==> src/hdl/charger_pkg.sv <==
// shared constants and types for the battery charge sequencer
package charger_pkg;

	// clock rate
	localparam int CLK_PERIOD_PS      = 4000;

	// dropout watchdog: forced top-off time and interval
	localparam int WD_OFF_NS          = 300;
	localparam int WD_OFF_CYCLES      =
		(WD_OFF_NS * 1000 + CLK_PERIOD_PS - 1) / CLK_PERIOD_PS;
	localparam int WD_INTERVAL_US     = 40;
	localparam int WD_INTERVAL_CYCLES =
		(WD_INTERVAL_US * 1000000) / CLK_PERIOD_PS;

	// base period of the timing-resistor clock, in clk cycles
	localparam int BASE_CYCLES_DEF    = 25;

	// thermistor sampler: sample = 127.5 * 20 base periods, hold = 10
	localparam int SAMPLE_X10         = 1275;
	localparam int SAMPLE_MULT        = 20;
	localparam int SAMPLE_TICKS       = SAMPLE_X10 * SAMPLE_MULT / 10;
	localparam int HOLD_TICKS         = 10;

	// termination timer: 10 * 2**27 base periods
	localparam int TIMER_MULT         = 10;
	localparam int TIMER_EXP          = 27;
	localparam int TIMER_TICKS_DEF    = TIMER_MULT * (2 ** TIMER_EXP);

	// counter widths
	localparam int TIMER_W            = 31;
	localparam int WD_W               = 14;
	localparam int WDOFF_W            = 7;
	localparam int TICK_W             = 12;
	localparam int SMP_W              = 12;

	typedef enum logic [1:0] {
		ST_MSD,
		ST_SD,
		ST_COND,
		ST_CHARGE
	} chg_state_t;

	// comparator and pin levels, registered once on entry
	typedef struct packed {
		logic adapter_above;
		logic undervoltage_lockout_ok;
		logic acp_high;
		logic cell_lt_2v5;
		logic cell_lt_3v9;
		logic i_lt_c10;
		logic in_limit;
		logic ovp;
		logic defeat;
		logic top_req;
		logic bot_req;
		logic therm_above_low;
		logic therm_below_high;
	} sens_t;

	typedef struct packed {
		logic             sampling;
		logic [SMP_W-1:0] cnt;
		logic             fault;
	} smp_t;

	typedef struct packed {
		sens_t              in;
		logic [TICK_W-1:0]  tick_cnt;
		logic               tick;
		chg_state_t         st;
		logic [TIMER_W-1:0] timer;
		logic [TIMER_W-1:0] lowbat;
		logic               c10;
		logic               done;
		logic               lock;
		logic               fault;
		logic [WD_W-1:0]    wd_cnt;
		logic [WDOFF_W-1:0] wd_off;
		logic               top;
		logic               bot;
		logic               enable;
		logic               trickle;
		logic               stat_strong;
		logic               stat_weak;
	} core_t;

endpackage : charger_pkg

==> src/hdl/battery_charge_sequencer.sv <==
// charge state sequencer, timers, status pin and gate drive gating
//
// Overview of operation
// - lockout low: shutdown, current off, timer reset
// - depleted cell: conditioning at tenth current, status low
// - conditioning past quarter period: fault shutdown, release
// - shutdown line low: shutdown, clear latch, reset
// - thermistor fault: stop charging, pause timer, keep status
// - current under tenth: set latch, reset timer, weak sink
// - terminate at quarter if latched, else full
// - low cell while charging: fault after quarter period
// - tenth-current detect inhibited during input limiting
// - low current while limiting forces bottom drive off
// - overvoltage turns both drives off until clear
// - dropout watchdog forces top off periodically
// - sampler: sample 127.5x20 periods, hold 10
// - register temperature fault at end of hold
// - temperature fault shuts charger, suspends timer
// - timer period is 10 times 2^27 base periods
// - status: strong low, weak sink, or released
// - after termination restart below 3.9V per cell
// - start only with input, lockout and line high
`timescale 1ns/1ps
`default_nettype none
module battery_charge_sequencer
	import charger_pkg::*;
#(
	parameter int BASE_CYCLES  = BASE_CYCLES_DEF,
	parameter int TIMER_TICKS  = TIMER_TICKS_DEF,
	parameter int WD_INTERVAL  = WD_INTERVAL_CYCLES
)
(
	input  wire logic clk_in,                 // clock
	input  wire logic rst_in,                 // sync reset, high
	input  wire logic adapter_input_above_in, // input above sense node
	input  wire logic undervoltage_ok_in,     // input above lockout level
	input  wire logic adapter_present_shutdown_in, // line high, not forced
	input  wire logic cell_below_2v5_in,      // cell under 2.5V per cell
	input  wire logic cell_below_3v9_in,      // cell under 3.9V per cell
	input  wire logic current_below_c10_in,   // current under tenth
	input  wire logic input_limit_in,         // input current limiting
	input  wire logic overvoltage_in,         // battery overvoltage
	input  wire logic charge_status_in,       // status pin forced low
	input  wire logic top_request_in,         // pwm wants top switch on
	input  wire logic bottom_request_in,      // pwm wants bottom on
	input  wire logic therm_above_low_in,     // thermistor above low limit
	input  wire logic therm_below_high_in,    // thermistor below high limit
	output logic      top_gate_drive_out,     // top switch on
	output logic      bottom_gate_drive_out,  // bottom switch on
	output logic      charge_enable_out,      // battery current allowed
	output logic      trickle_out,            // tenth-current setting
	output logic      charge_status_out,      // status pin level, always 0
	output logic      charge_status_oe_out,   // strong pull-down on
	output logic      charge_status_weak_out, // weak sink on
	output logic      sample_switch_out,      // thermistor sample switch
	output logic      temp_fault_out,         // temperature fault flag
	output chg_state_t state_out,             // sequencer state
	output logic      c10_latch_out,          // tenth-current latch
	output logic      fault_out,              // low-battery fault
	output logic      done_out                // terminated, awaiting restart
);

	localparam logic [TIMER_W-1:0] FULL_W    = TIMER_W'(TIMER_TICKS);
	localparam logic [TIMER_W-1:0] QUARTER_W = TIMER_W'(TIMER_TICKS / 4);
	localparam logic [TICK_W-1:0]  TICK_LAST = TICK_W'(BASE_CYCLES - 1);
	localparam logic [WD_W-1:0]    WD_LAST   = WD_W'(WD_INTERVAL - 1);
	localparam logic [WDOFF_W-1:0] WD_OFF_W  = WDOFF_W'(WD_OFF_CYCLES);

	core_t core_q;
	core_t core_d;
	sens_t sens_now;
	logic  temp_fault;

	function automatic logic is_active(input chg_state_t st);
		is_active = (st == ST_COND) || (st == ST_CHARGE);
	endfunction : is_active

	always_comb
	begin
		sens_now.adapter_above    = adapter_input_above_in;
		sens_now.undervoltage_lockout_ok          = undervoltage_ok_in;
		sens_now.acp_high         = adapter_present_shutdown_in;
		sens_now.cell_lt_2v5      = cell_below_2v5_in;
		sens_now.cell_lt_3v9      = cell_below_3v9_in;
		sens_now.i_lt_c10         = current_below_c10_in;
		sens_now.in_limit         = input_limit_in;
		sens_now.ovp              = overvoltage_in;
		sens_now.defeat           = charge_status_in;
		sens_now.top_req          = top_request_in;
		sens_now.bot_req          = bottom_request_in;
		sens_now.therm_above_low  = therm_above_low_in;
		sens_now.therm_below_high = therm_below_high_in;
	end

	thermistor_sampler thermistor_sampler_inst (
		.clk_in            (clk_in),
		.rst_in            (rst_in),
		.tick_in           (core_q.tick),
		.above_low_in      (core_q.in.therm_above_low),
		.below_high_in     (core_q.in.therm_below_high),
		.sample_switch_out (sample_switch_out),
		.temp_fault_out    (temp_fault)
	);

	always_comb
	begin
		sens_t i;
		logic  ready;
		logic  tmr_clr;
		logic  tmr_run;
		logic  wd_force;
		logic  en;
		i        = core_q.in;
		ready    = 1'b0;
		tmr_clr  = 1'b0;
		tmr_run  = 1'b0;
		wd_force = 1'b0;
		en       = 1'b0;
		core_d   = core_q;
		core_d.in   = sens_now;
		core_d.tick = 1'b0;

		// base-period tick from the timing clock
		if (core_q.tick_cnt == TICK_LAST)
		begin
			core_d.tick_cnt = '0;
			core_d.tick     = 1'b1;
		end
		else
			core_d.tick_cnt = core_q.tick_cnt + 1'b1;

		ready = i.adapter_above & i.undervoltage_lockout_ok & i.acp_high;

		case (core_q.st)
			ST_MSD:
			begin
				if (i.adapter_above)
					core_d.st = ST_SD;
			end
			ST_SD:
			begin
				if (ready && !core_q.done && !core_q.lock)
				begin
					tmr_clr = 1'b1;
					core_d.fault = 1'b0;
					if (i.cell_lt_2v5)
						core_d.st = ST_COND;
					else
						core_d.st = ST_CHARGE;
				end
				else if (ready && core_q.done && !i.cell_lt_2v5 &&
					i.cell_lt_3v9)
				begin
					core_d.st    = ST_CHARGE;
					core_d.done  = 1'b0;
					core_d.lock  = 1'b0;
					// a restart begins a fresh cycle, latch cleared
					core_d.c10   = 1'b0;
					core_d.fault = 1'b0;
					tmr_clr      = 1'b1;
				end
				// a depleted cell after a low-battery fault stays here
			end
			ST_COND:
			begin
				tmr_run = ~temp_fault;
				if (!i.cell_lt_2v5)
					core_d.st = ST_CHARGE;
				else if (!i.defeat && core_q.timer >= QUARTER_W)
				begin
					core_d.st    = ST_SD;
					core_d.fault = 1'b1;
					core_d.lock  = 1'b1;
					core_d.done  = 1'b1;
					tmr_clr      = 1'b1;
				end
			end
			ST_CHARGE:
			begin
				tmr_run = ~temp_fault;
				if (!core_q.c10 && i.i_lt_c10 && !i.in_limit &&
					!temp_fault)
				begin
					core_d.c10 = 1'b1;
					tmr_clr    = 1'b1;
				end
				if (i.cell_lt_2v5 && !temp_fault)
					core_d.lowbat = core_q.lowbat + 1'b1;
				else if (!i.cell_lt_2v5)
					core_d.lowbat = '0;
				if (core_q.lowbat >= QUARTER_W)
				begin
					core_d.st    = ST_SD;
					core_d.fault = 1'b1;
					core_d.lock  = 1'b1;
					core_d.done  = 1'b1;
					core_d.c10   = 1'b0;
					tmr_clr      = 1'b1;
				end
				else if (!i.defeat &&
					(core_q.c10 ? core_q.timer >= QUARTER_W
					            : core_q.timer >= FULL_W))
				begin
					core_d.st   = ST_SD;
					core_d.done = 1'b1;
					tmr_clr     = 1'b1;
				end
			end
			default:
				core_d.st = ST_MSD;
		endcase

		// the low-cell counter only counts ticks while charging
		if (core_q.st != ST_CHARGE || !core_q.tick)
			if (core_d.lowbat != core_q.lowbat && core_q.st == ST_CHARGE)
				core_d.lowbat = core_q.lowbat;
		if (core_q.st != ST_CHARGE || core_d.st != ST_CHARGE)
			core_d.lowbat = '0;

		// adapter loss overrides all states; lockout and forced shutdown override all but ST_MSD
		if (!i.adapter_above)
		begin
			core_d.st    = ST_MSD;
			core_d.c10   = 1'b0;
			core_d.done  = 1'b0;
			core_d.lock  = 1'b0;
			core_d.fault = 1'b0;
			tmr_clr      = 1'b1;
		end
		else if (!i.undervoltage_lockout_ok && core_q.st != ST_MSD)
		begin
			core_d.st = ST_SD;
			tmr_clr   = 1'b1;
		end
		else if (!i.acp_high && core_q.st != ST_MSD)
		begin
			core_d.st    = ST_SD;
			core_d.c10   = 1'b0;
			core_d.done  = 1'b0;
			core_d.lock  = 1'b0;
			core_d.fault = 1'b0;
			tmr_clr      = 1'b1;
		end

		// saturating so a defeated timer cannot wrap
		if (tmr_clr)
			core_d.timer = '0;
		else if (tmr_run && core_q.tick && core_q.timer != FULL_W)
			core_d.timer = core_q.timer + 1'b1;

		// dropout watchdog on a continuous top request
		if (core_q.wd_off != '0)
		begin
			wd_force       = 1'b1;
			core_d.wd_off  = core_q.wd_off - 1'b1;
			core_d.wd_cnt  = '0;
		end
		else if (i.top_req)
		begin
			if (core_q.wd_cnt == WD_LAST)
			begin
				core_d.wd_cnt = '0;
				core_d.wd_off = WD_OFF_W;
			end
			else
				core_d.wd_cnt = core_q.wd_cnt + 1'b1;
		end
		else
			core_d.wd_cnt = '0;

		en = is_active(core_d.st) & ~temp_fault;
		core_d.enable  = en;
		core_d.trickle = (core_d.st == ST_COND);
		core_d.top = i.top_req & en & ~i.ovp & ~wd_force;
		core_d.bot = i.bot_req & en & ~i.ovp &
			~(i.in_limit & i.i_lt_c10);
		core_d.stat_strong = is_active(core_d.st) & ~core_d.c10;
		core_d.stat_weak   = is_active(core_d.st) & core_d.c10;
	end

	always_ff @(posedge clk_in)
	begin
		if (rst_in)
			core_q <= '{st: ST_MSD, default: '0};
		else
			core_q <= core_d;
	end

	assign top_gate_drive_out     = core_q.top;
	assign bottom_gate_drive_out  = core_q.bot;
	assign charge_enable_out      = core_q.enable;
	assign trickle_out            = core_q.trickle;
	assign charge_status_out      = 1'b0;
	assign charge_status_oe_out   = core_q.stat_strong;
	assign charge_status_weak_out = core_q.stat_weak;
	assign temp_fault_out         = temp_fault;
	assign state_out              = core_q.st;
	assign c10_latch_out          = core_q.c10;
	assign fault_out              = core_q.fault;
	assign done_out               = core_q.done;

endmodule : battery_charge_sequencer
`default_nettype wire

==> src/hdl/thermistor_sampler.sv <==
// thermistor sample-and-hold sequencer with temperature-fault flag
`timescale 1ns/1ps
`default_nettype none
module thermistor_sampler
	import charger_pkg::*;
(
	input  wire logic clk_in,            // clock
	input  wire logic rst_in,            // sync reset, high
	input  wire logic tick_in,           // one base period elapsed
	input  wire logic above_low_in,      // sensed voltage above low limit
	input  wire logic below_high_in,     // sensed voltage below high limit
	output logic      sample_switch_out, // sample switch closed
	output logic      temp_fault_out     // temperature out of window
);

	localparam logic [SMP_W-1:0] SAMPLE_LAST = SMP_W'(SAMPLE_TICKS - 1);
	localparam logic [SMP_W-1:0] HOLD_LAST   = SMP_W'(HOLD_TICKS - 1);

	smp_t smp_q;
	smp_t smp_d;

	always_comb
	begin
		smp_d = smp_q;
		if (tick_in)
		begin
			if (smp_q.sampling)
			begin
				if (smp_q.cnt == SAMPLE_LAST)
				begin
					smp_d.sampling = 1'b0;
					smp_d.cnt      = '0;
				end
				else
					smp_d.cnt = smp_q.cnt + 1'b1;
			end
			else if (smp_q.cnt == HOLD_LAST)
			begin
				smp_d.sampling = 1'b1;
				smp_d.cnt      = '0;
				smp_d.fault    = ~(above_low_in & below_high_in);
			end
			else
				smp_d.cnt = smp_q.cnt + 1'b1;
		end
	end

	// fault starts set: no charging before the first qualified reading
	always_ff @(posedge clk_in)
	begin
		if (rst_in)
		begin
			smp_q.sampling <= 1'b1;
			smp_q.cnt      <= '0;
			smp_q.fault    <= 1'b1;
		end
		else
			smp_q <= smp_d;
	end

	assign sample_switch_out = smp_q.sampling;
	assign temp_fault_out    = smp_q.fault;

endmodule : thermistor_sampler
`default_nettype wire
==> config.mk <==
export PLATFORM = sky130hd
export DESIGN_NAME = battery_charge_sequencer
export DESIGN_NICKNAME = d
export VERILOG_FILES = /design/src/hdl/charger_pkg.sv /design/src/hdl/battery_charge_sequencer.sv /design/src/hdl/thermistor_sampler.sv
export SDC_FILE = /design/constraint.sdc
export NUM_CORES = 1
export LEC_CHECK = 0
export BUFFER_PORTS_ARGS = -buffer_cell sky130_fd_sc_hd__buf_2
export CAP_MARGIN = 10
export CORE_UTILIZATION = 58
export CTS_BUF_LIST = sky130_fd_sc_hd__clkbuf_8
export DETAILED_ROUTE_END_ITERATION = 7
export GPL_TIMING_DRIVEN = 1
export HOLD_SLACK_MARGIN = 0.1
export PLACE_DENSITY = 0.76
export SETUP_SLACK_MARGIN = 0.1
export SLEW_MARGIN = 0
export SYNTH_ARGS = -nofsm -noshare
export SYNTH_HDL_FRONTEND = slang
export SYNTH_SLANG_ARGS = --single-unit
==> constraint.sdc <==
create_clock -name clk_in -period 3.6 [get_ports clk_in]
set_clock_uncertainty 0.05 [all_clocks]
set_input_delay 0.72 -clock clk_in [delete_from_list [all_inputs] [get_ports clk_in]]
set_output_delay 0.72 -clock clk_in [all_outputs]
set_load 0.01 [all_outputs]
Yosys cells after proc, flatten, opt, wreduce, memory -nomap -nowiden
Index checks and enable logic that the tools add are counted.
{"block": "totals", "regBits": 135, "latch_bits": 0, "ramBits": 0, "mem_bits_ro": 0, "word_cells": 175, "mem_count": 0}
{"block": "op_classes", "addsub": 6, "multipliers": 0, "div": 0, "magnitude_cmp": 3, "n_eq_ne": 14, "shift": 0, "muxes": 55, "n_bitwise": 22, "reduce_logical": 42}
{"op": "2-to-1 mux 31 bit", "count": 5}
{"op": "adder 31 x 1 -> 31 bit, second input constant", "count": 2}
{"op": ">= comparator 31 x 29 -> 1 bit, second input constant", "count": 2}
{"op": ">= comparator 31 bit, second input constant", "count": 1}
{"op": "!= test 31 bit", "count": 1}
{"op": "!= test 31 bit, second input constant", "count": 1}
{"op": "adder 12 x 1 -> 12 bit, second input constant", "count": 2}
{"op": "2-to-1 mux 12 bit", "count": 2}
{"op": "2-to-1 mux 1 bit", "count": 22}
{"op": "2-to-1 mux 2 bit", "count": 11}
{"op": "2-to-1 mux 7 bit", "count": 3}
{"op": "logical AND 1 bit", "count": 16}
{"op": "2-to-1 mux 4 bit", "count": 4}
{"op": "adder 14 x 1 -> 14 bit, second input constant", "count": 1}
{"op": "equality test 14 bit, second input constant", "count": 1}
{"op": "bitwise AND 1 bit", "count": 13}
{"op": "2-to-1 mux 13 bit", "count": 1}
{"op": "equality test 12 bit, second input constant", "count": 1}
{"op": "equality test 12 x 4 -> 1 bit, second input constant", "count": 1}
{"op": "equality test 12 x 5 -> 1 bit, second input constant", "count": 1}
{"op": "zero test 1 bit", "count": 10}
{"op": "OR reduction 2 bit", "count": 5}
{"op": "2-to-1 mux 3 bit", "count": 3}
{"op": "inverter 1 bit", "count": 9}
{"op": "15 further kinds", "count": 24}

Depth between registers and ports, before layout
Gate-level depths: netlist (run 1).
{"block": "logic_depth", "ltp_word": 17, "mapped_depth": 10, "mapped_depth_nobuf": 9}

By module
From an unflattened synthesis (run 1), not the netlist that was laid out.
{"block": "unflattened", "cells_unflattened": 755, "hier_area_um2": 6294.8}
{"mod": "battery_charge_sequencer", "instances": 1, "cells_per_inst": 679, "area_each_um2": 5607.9, "seq_area_each_um2": 2422.3}
{"mod": "thermistor_sampler", "instances": 1, "cells_per_inst": 76, "area_each_um2": 686.9, "seq_area_each_um2": 280.3}

Least setup slack after synthesis (run 1)
Ideal clock, no wire load.
{"block": "synth_path", "kind": "register to register", "start": "register core_q[31] (netlist name)", "end": "register core_q[37] (netlist name)", "setup_ns": 0.119, "t_arrival_ns": 2.325, "t_required_ns": 3.431, "setup_slack_ns": 1.107, "stages_incl_launch_ff": 11, "n_path_buf": 1, "period_less_slack_ns": 2.493, "cell_sequence": "dfxtp_1 inv_1 ha_1 or3b_1 a32oi_1 nor4_2 or4_4 buf_4 nand3_1 nor3_1 o221a_2"}
{"block": "synth_via", "elab_chain_len": 6, "elab_cells_between_ends": 15, "classes_between": "add/sub: 1; order compare: 1; eq/ne: 3; mux: 7; reduce/logical: 3"}
{"item": "from (decl)", "line_no": "battery_charge_sequencer.sv:69", "text": "core_t core_q;"}
{"item": "from (signal assigned)", "line_no": "battery_charge_sequencer.sv:286", "text": "core_q <= core_d;"}
{"item": "adder 31 x 1 -> 31 bit (tied with other cells)", "line_no": "battery_charge_sequencer.sv:188", "text": "core_d.lowbat = core_q.lowbat + 1'b1;"}
{"item": "2-to-1 mux 31 bit or 2-to-1 mux 2 bit (tied branches)", "line_no": "battery_charge_sequencer.sv:187, battery_charge_sequencer.sv:191"}
{"item": "2-to-1 mux 31 bit or case mux 2 bit (4 select lines) (tied branches)", "line_no": "battery_charge_sequencer.sv:134", "text": "case (core_q.st)"}
{"item": "!= test 31 bit or != test 2 bit (tied branches)", "line_no": "battery_charge_sequencer.sv:215, battery_charge_sequencer.sv:217"}
{"item": "logical AND 1 bit or logical OR 1 bit (tied branches)", "line_no": "battery_charge_sequencer.sv:215, battery_charge_sequencer.sv:217"}
{"item": "!= test 2 bit (no line) or OR reduction 2 bit (tied branches)"}
Several ways; a longest one is shown, not always the timed one. The select of a mux whose other input is x is not followed.
A chain may end at the register's enable or synchronous reset.

Worst setup path after layout (run 1)
{"block": "layout_path", "start": "register thermistor_sampler_inst.smp_q (netlist bit thermistor_sampler_inst.temp_fault_out)", "end": "register core_q[41] (netlist name)"}
{"block": "layout_via", "elab_chain_len": 7, "elab_cells_between_ends": 9, "classes_between": "eq/ne: 2; mux: 4; reduce/logical: 3"}
{"item": "from (decl)", "line_no": "thermistor_sampler.sv:19", "text": "smp_t smp_q;"}
{"item": "from (signal assigned)", "line_no": "thermistor_sampler.sv:58", "text": "smp_q <= smp_d;"}
{"item": "zero test 1 bit (*)", "line_no": "battery_charge_sequencer.sv:187", "text": "if (i.cell_lt_2v5 && !temp_fault)"}
{"item": "logical AND 1 bit (*)", "line_no": "battery_charge_sequencer.sv:187"}
{"item": "2-to-1 mux 31 bit (*)", "line_no": "battery_charge_sequencer.sv:187"}
{"item": "2-to-1 mux 31 bit (*)", "line_no": "battery_charge_sequencer.sv:134"}
{"item": "!= test 31 bit", "line_no": "battery_charge_sequencer.sv:215", "text": "if (core_d.lowbat != core_q.lowbat && core_q.st == ST_CHARGE)"}
{"item": "logical AND 1 bit", "line_no": "battery_charge_sequencer.sv:215"}
{"item": "!= test 2 bit (no line)"}
Every way passes the cells marked *; elsewhere a longest branch is shown, timed or not. The select of a mux whose other input is x is not followed.

==> impl_metrics.ini, run 1 <==
[clock_tree]
cts_root_buf = clkbuf_8
clock_tree.buffer_depth = 2
clk_pin_slew_worst_paths_ps = 80
numCtsBuffers = 17
cts_resized = 0
clock_latency_ps = 450
holdBufCountCts = 0
htreeDepth = 4
clkSinkCount = 135
post_cts_buffers = 0
cts_tree = yes

[hold_path]
min_path_type = reg2reg

[worst_setup_path]
cp_cell_sequence = nand3b_1 > nor4_1 > nor4bb_1 > o21ai_1 > nand2_2 > or4b_1 > a21oi_1
critical-path-top-delay-family = simple AND/OR/NAND/NOR gates
slowest_stage = o21ai_1
start_kind = register
crit_type = reg2reg
critPathMaxStageDelay_ps = 680
worst-path-buf-inv = 0
arrival_ps = 3270
endpoint_kind = register
cp_max_fo = 12
required_ps = 3920

[global_routing]
antenna_found_initial = 0
grt_max_degree = 32
grt_remaining_overflow = 0
grt_first_pass_wirelength_um = 21900
gr-usage-all-layers_pct = 24.4
first_global_vias = 4819

[finish]
syn_to_final_growth_pct = 9.65
layout.nets = 790
layout_common_cells = dfxtp_1 (135), nor2_1 (125), nand2_1 (60), xor2_1 (48), nand3_1 (37)
final_cells = 914
diodes = 0
drive_above_1_share_pct = 9.90
fin_util_pct = 65.9
final_common_cell = dfxtp_1
fillers = 861

[sta]
rsz0062_at_grt = no
fmax_mhz = 339
drv_slew = 0
worstMarginPinSlew_ps = 861
final.setup.tns_ps = 0
fin_crit_ps = 2950
relSlewSlack_pct = 42.2
final_hold_viol_count = 0
layout_setup_ws_ps = 648
setup_viol = 0
post-route-period-util_pct = 82.0

[flow_run]
drv_cap = 0

[synthesis]
syn_avg_cell_area_um2 = 8.41
synth_edf_count = 0
ys.flop_type = dfxtp_1
async_flop_share_pct = 0
syn_area_um2 = 6230
ys_seq_elements = 135
synth_warnings = 0
seq_area_frac_synth_pct = 43.3
synth.distinct_cells = 61
netlist_instances = 741

[drt]
vias = 5253
ant_nets = 0
wire_per_inst_um = 14.3
wirelength_um = 13100
via_per_inst = 5.75
drtIter0Drc = 251
route.detailed.drc = 0
firstDrtPassIters = 7

[floorplan]
rows = 37
start_util_pct = 60.1
die_height_um = 106
ios = 29
dieArea_um2 = 11200
die_w_um = 106
core_um2 = 10400

[placement]
io_buffers = 27
gp_congestion = 0.909
place_ws_ps = 745
placed_cells = 882
dpl.hpwl_um = 9020

[power_and_ir_drop]
p_leak_nw = 2.37
power_density_nw_per_um2 = 443
ir_worst_vdd_mv = 0.446

[run_status]
status = finished clean
==> synthesized netlist by cell type (all sizes together) (4+ instances only) <==
cell | instances | area, µm²
dfxtp | 135 | 2700
nor2 | 125 | 469
nand2 | 62 | 243
xor2 | 48 | 420
nand3 | 38 | 195
a21oi | 28 | 140
o21ai | 28 | 140
nor4 | 25 | 184
inv | 24 | 90.1
xnor2 | 24 | 210
nand4 | 23 | 150
clkbuf | 19 | 71.3
and3 | 18 | 113
nor2b | 16 | 100
ha | 10 | 125
nor3 | 10 | 50.1
or3 | 10 | 62.6
buf | 9 | 58.8
or4 | 9 | 71.3
and2 | 8 | 50.1
and4 | 7 | 61.3
a211oi | 6 | 45.0
a21o | 5 | 37.5
nand3b | 5 | 37.5
nor4b | 5 | 43.8
o31ai | 5 | 37.5
or2 | 4 | 25.0
==> power breakdown <==
part	total (mW)	switching, mW	internal, mW	leakage [nW]
combinational	0.231	0.125	0.106	1.09
sequential	1.58	0.0382	1.54	1.09
clock	1.22	0.610	0.615	0.180
total	3.03	0.773	2.26	2.37
==> cell type report <==
cell class / instances / area, µm² / area share [%]
Clock inverter: 15 / 155 / 2.27
Inverter: 24 / 90.1 / 1.32
Tap cell: 136 / 170 / 2.49
Clock buffer: 17 / 234 / 3.42
Sequential cell: 135 / 2700 / 39.5
Multi-Input combinational cell: 556 / 3320 / 48.6
Timing Repair Buffer: 31 / 165 / 2.42
==> sequential cells by signal, summed over array words and instances (netlist names) <==
name	cells
core_q	110
thermistor_sampler_inst.smp_q	12
state_out	2
bottom_gate_drive_out	1
c10_latch_out	1
charge_enable_out	1
charge_status_oe_out	1
charge_status_weak_out	1
done_out	1
fault_out	1
thermistor_sampler_inst.sample_switch_out	1
thermistor_sampler_inst.temp_fault_out	1
top_gate_drive_out	1
trickle_out	1
==> routing by layer <==
metal | global-route usage, % | vias up | part of all wire, %
li1 | - | 2630 | -
met1 | 30.7 | 2466 | 46
met2 | 38.9 | 131 | 47
met3 | 5.69 | 26 | 4.2
met4 | 12.9 | 0 | 2.0
met5 | 0 | - | 0
==> worst reg2reg max path, stage by stage (launching register included) <==
cell and delay (ps):
dfxtp_1 560, nand3b_1 280, nor4_1 100, nor4bb_1 140, o21ai_1 680, nand2_2 330, or4b_1 580, a21oi_1 180
==> final timing paths <==
| kind | startpoint | cells after the start | slack [ps] | end |
|---|---|---|---|---|
| min reg2reg | core_q[113] | 1 | 410 | top_gate_drive_out |
| max | thermistor_sampler_inst.temp_fault_out | 7 | 650 | core_q[41] |
| min | core_q[113] | 1 | 410 | top_gate_drive_out |
| max reg2reg | thermistor_sampler_inst.temp_fault_out | 7 | 650 | core_q[41] |
==> cell families after synthesis <==
| logic type | after synthesis | share of synthesized area (%) |
|---|---|---|
| simple gates | 378 | 31.5 |
| other cells | 1 | 0.0601 |
| compound gates | 92 | 9.23 |
| mux | 1 | 0.181 |
| xor+xnor | 72 | 10.1 |
| flops | 135 | 43.3 |
| fa+ha+maj | 10 | 2.01 |
| buf+inv | 52 | 3.53 |
==> through the flow <==
| stage | power, mW | hold slack, ps | area [µm²] |
|---|---|---|---|
| 3_5_place_dp | 1.84 | 386 | 6450 |
| 6_report | 3.03 | 412 | 6840 |
| 5_1_grt | 3.16 | 406 | 6840 |
| 2_1_floorplan | 1.79 | 349 | 6240 |
| 4_1_cts | 3.06 | 396 | 6840 |
| 3_3_place_gp | 1.83 | 388 | 6450 |
Power figures use the tool's default switching activity.
==> run 2: changes to the inputs <==
--- a/config.mk
+++ b/config.mk
@@ -5,6 +5,7 @@
 export SDC_FILE = /design/constraint.sdc
 export NUM_CORES = 1
 export LEC_CHECK = 0
+export ABC_AREA = 1
 export BUFFER_PORTS_ARGS = -buffer_cell sky130_fd_sc_hd__buf_2
 export CAP_MARGIN = 10
 export CORE_UTILIZATION = 58
@@ -12,7 +13,7 @@
 export DETAILED_ROUTE_END_ITERATION = 7
 export GPL_TIMING_DRIVEN = 1
 export HOLD_SLACK_MARGIN = 0.1
-export PLACE_DENSITY = 0.76
+export PLACE_DENSITY = 0.78
 export SETUP_SLACK_MARGIN = 0.1
 export SLEW_MARGIN = 0
 export SYNTH_ARGS = -nofsm -noshare
==> constraint.sdc (replaced) <==
create_clock -name clk_in -period 2.5 [get_ports clk_in]
set_clock_uncertainty 0.05 [all_clocks]
set_input_delay 0.5 -clock clk_in [delete_from_list [all_inputs] [get_ports clk_in]]
set_output_delay 0.5 -clock clk_in [all_outputs]
set_load 0.01 [all_outputs]
==> run 2 against run 1 <==
Sequential share of layout area is 8.0 points lower. First-iteration DRC count grew to 2.6 times the previous value. Synthesized cell count is 62% higher. Design area is 26% higher. Hold slack worse by 230 ps. Highest routed layer unchanged.
==> impl_metrics.ini, run 2 <==
[run_status]
status = finished clean

[power_and_ir_drop]
p_leak_nw = 3.53
combPwrFrac_pct = 7.8
swShare_pct = 25.4
ir_worst_vdd_mv = 0.710
internal-power_mw = 3.40
power_density_nw_per_um2 = 531
p_switching_mw = 1.16
seqPwrFrac_pct = 49.4
clockPowerShare_pct = 42.7

[clock_tree]
htreeDepth = 4
cts_tree = yes
numCtsBuffers = 17
cts_root_buf = clkbuf_8
clock_latency_ps = 470
clk_pin_slew_worst_paths_ps = 80
clkSinkCount = 135
clock_tree.buffer_depth = 2

[floorplan]
die_w_um = 117
ios = 29
dieArea_um2 = 13800
core_um2 = 12800
rows = 41
start_util_pct = 60.2
die_height_um = 117

[sta]
setup_viol = 0
worstMarginPinSlew_ps = 578
layout_setup_ws_ps = 274
rsz0062_at_grt = yes
final.setup.tns_ps = 0
hold_slack_ps = 179
drv_slew = 0
final_hold_viol_count = 0
post-route-period-util_pct = 89.0
relSlewSlack_pct = 61.2
fin_crit_ps = 2230
fmax_mhz = 449

[synthesis]
ys.flop_type = dfxtp_1
seq_area_frac_synth_pct = 35.0
synth_common_cells = nand2_1 (255), nor2_1 (181), inv_1 (172), dfxtp_1 (135), nand3_1 (82)
syn_avg_cell_area_um2 = 6.42
syn_area_um2 = 7730
synth_edf_count = 0
synth_warnings = 0
synth_top_area_cell = dfxtp_1
netlist_instances = 1204
synth_top_area_share_pct = 35.0
netlist_top_cells_area = dfxtp_1 (35%), nand2_1 (12%), nor2_1 (8.8%)
ys_seq_elements = 135
async_flop_share_pct = 0
synth.distinct_cells = 43
synth.most_common_cell = nand2_1

[worst_setup_path]
cp_cell_sequence = ha_1 > nand3_1 > nor2_4 > nand2_2 > nor2_2 > nand4_1 > nand2_1 > nor2_1 > nand4_1 > nand2_2 > buf_4 > nand2_4 > nand3_1 > nor2_1
slowest_stage = dfxtp_1
critPathMaxStageDelay_ps = 340
arrival_ps = 2570
start_kind = register
required_ps = 2850
cp_max_fo = 15
endpoint_kind = register
worstRegToRegCells = 14
crit_type = reg2reg

[drt]
route.detailed.drc = 0
dr_wl_met3_um = 1280
via_per_inst = 5.33
firstDrtPassIters = 6
drtIter0Drc = 657
wirelength_um = 18700
vias = 7628
wire_per_inst_um = 13.1
dr_wl_met2_um = 8280
routed.top_layer = met4
wl_met1_um = 8790
ant_nets = 0

[finish]
final_common_cell = nand2_1
drive_above_1_share_pct = 9.86
diodes = 0
layout.nets = 1270
largest_reg_flops = 110
regMostFlops = core_q
syn_to_final_growth_pct = 11.2
layout_common_cells = nand2_1 (255), nor2_1 (177), inv_1 (173), dfxtp_1 (131), nand3_1 (82)
finalInstanceArea_um2 = 8590
final_cells = 1430

[hold_path]
worstHoldPathCells = 3
min_path_type = in2reg

[placement]
dpl.hpwl_um = 13500
io_buffers = 27
placed_cells = 1396
gp_congestion = 0.958
placed_area_um2 = 8130
place_ws_ps = 145

[global_routing]
grt_remaining_overflow = 0
first_global_vias = 6699
antenna_found_initial = 0
grt_first_pass_wirelength_um = 31500
gr-usage-all-layers_pct = 28.1
grt_max_degree = 32

[flow_run]
drv_cap = 0
## run 2: repair_timing
action	CTS	global route
hold buffers	0	0
pin swaps	0	1
endpoints found under the setup margin	1	42
buffers inserted	0	2
resized for setup	1	8
## run 2: critical path, delay by kind of cell (launching register included)
| family | cells | cell delay, ps |
|---|---|---|
| adders and majority gates | 1 | 180 |
| DFF | 1 | 340 |
| and+or+nand+nor | 12 | 1390 |
| buffers and inverters | 1 | 210 |
## run 2: power by group through the flow
stage	logic [mW]	clock network, mW	registers [mW]
2_1_floorplan	0.255	0	2.30
3_3_place_gp	0.334	0	2.30
3_5_place_dp	0.348	0	2.30
4_1_cts	0.354	1.98	2.25
5_1_grt	0.406	2.08	2.26
6_report	0.357	1.95	2.26
## run 2: cell type report
class | count | area (µm²)
flip-flops and latches | 135 | 2710
well taps | 172 | 215
repair buffers | 63 | 409
multi-input cells | 850 | 4160
clock buffers | 19 | 262
inverters | 178 | 673
clock inverters | 13 | 169
fillers | 1173 | 4230
## run 2: path summary, 6_finish.rpt
check | startpoint | end | slack [ps]
max reg2reg | core_q[31] | core_q[44] | 270
min reg2reg | core_q[113] | top_gate_drive_out | 400
min | therm_below_high_in | core_q[108] | 180
max | core_q[31] | core_q[44] | 270
## run 2: kinds of logic (layout without fill, tap and decap cells)
family                   Yosys count  after routing  synth area share [%]
flip-flops                       135            135                  35.0
XOR/XNOR                          42             42                  4.76
buffers and inverters            221            273                  11.4
other                              1              3                0.0485
AND/OR/NAND/NOR                  649            649                  36.8
adder cells (fa/ha/maj)           10             10                  1.62
AO/OA/AOI/OAI                    146            146                  10.4
## run 2: layer usage
layer | up-vias | track usage [%]
met5 | - | 0
met4 | 0 | 10.6
met3 | 34 | 5.89
met2 | 271 | 43.1
met1 | 3383 | 38.5
li1 | 3940 | -
## run 2: per-stage QoR
stage / utilization (%) / power, mW
after floorplan: - / 2.55
after global placement: 63.4 / 2.64
after CTS: 66.8 / 4.59
final: 67.0 / 4.56
after detailed placement: 63.4 / 2.65
after global routing: 67.0 / 4.75
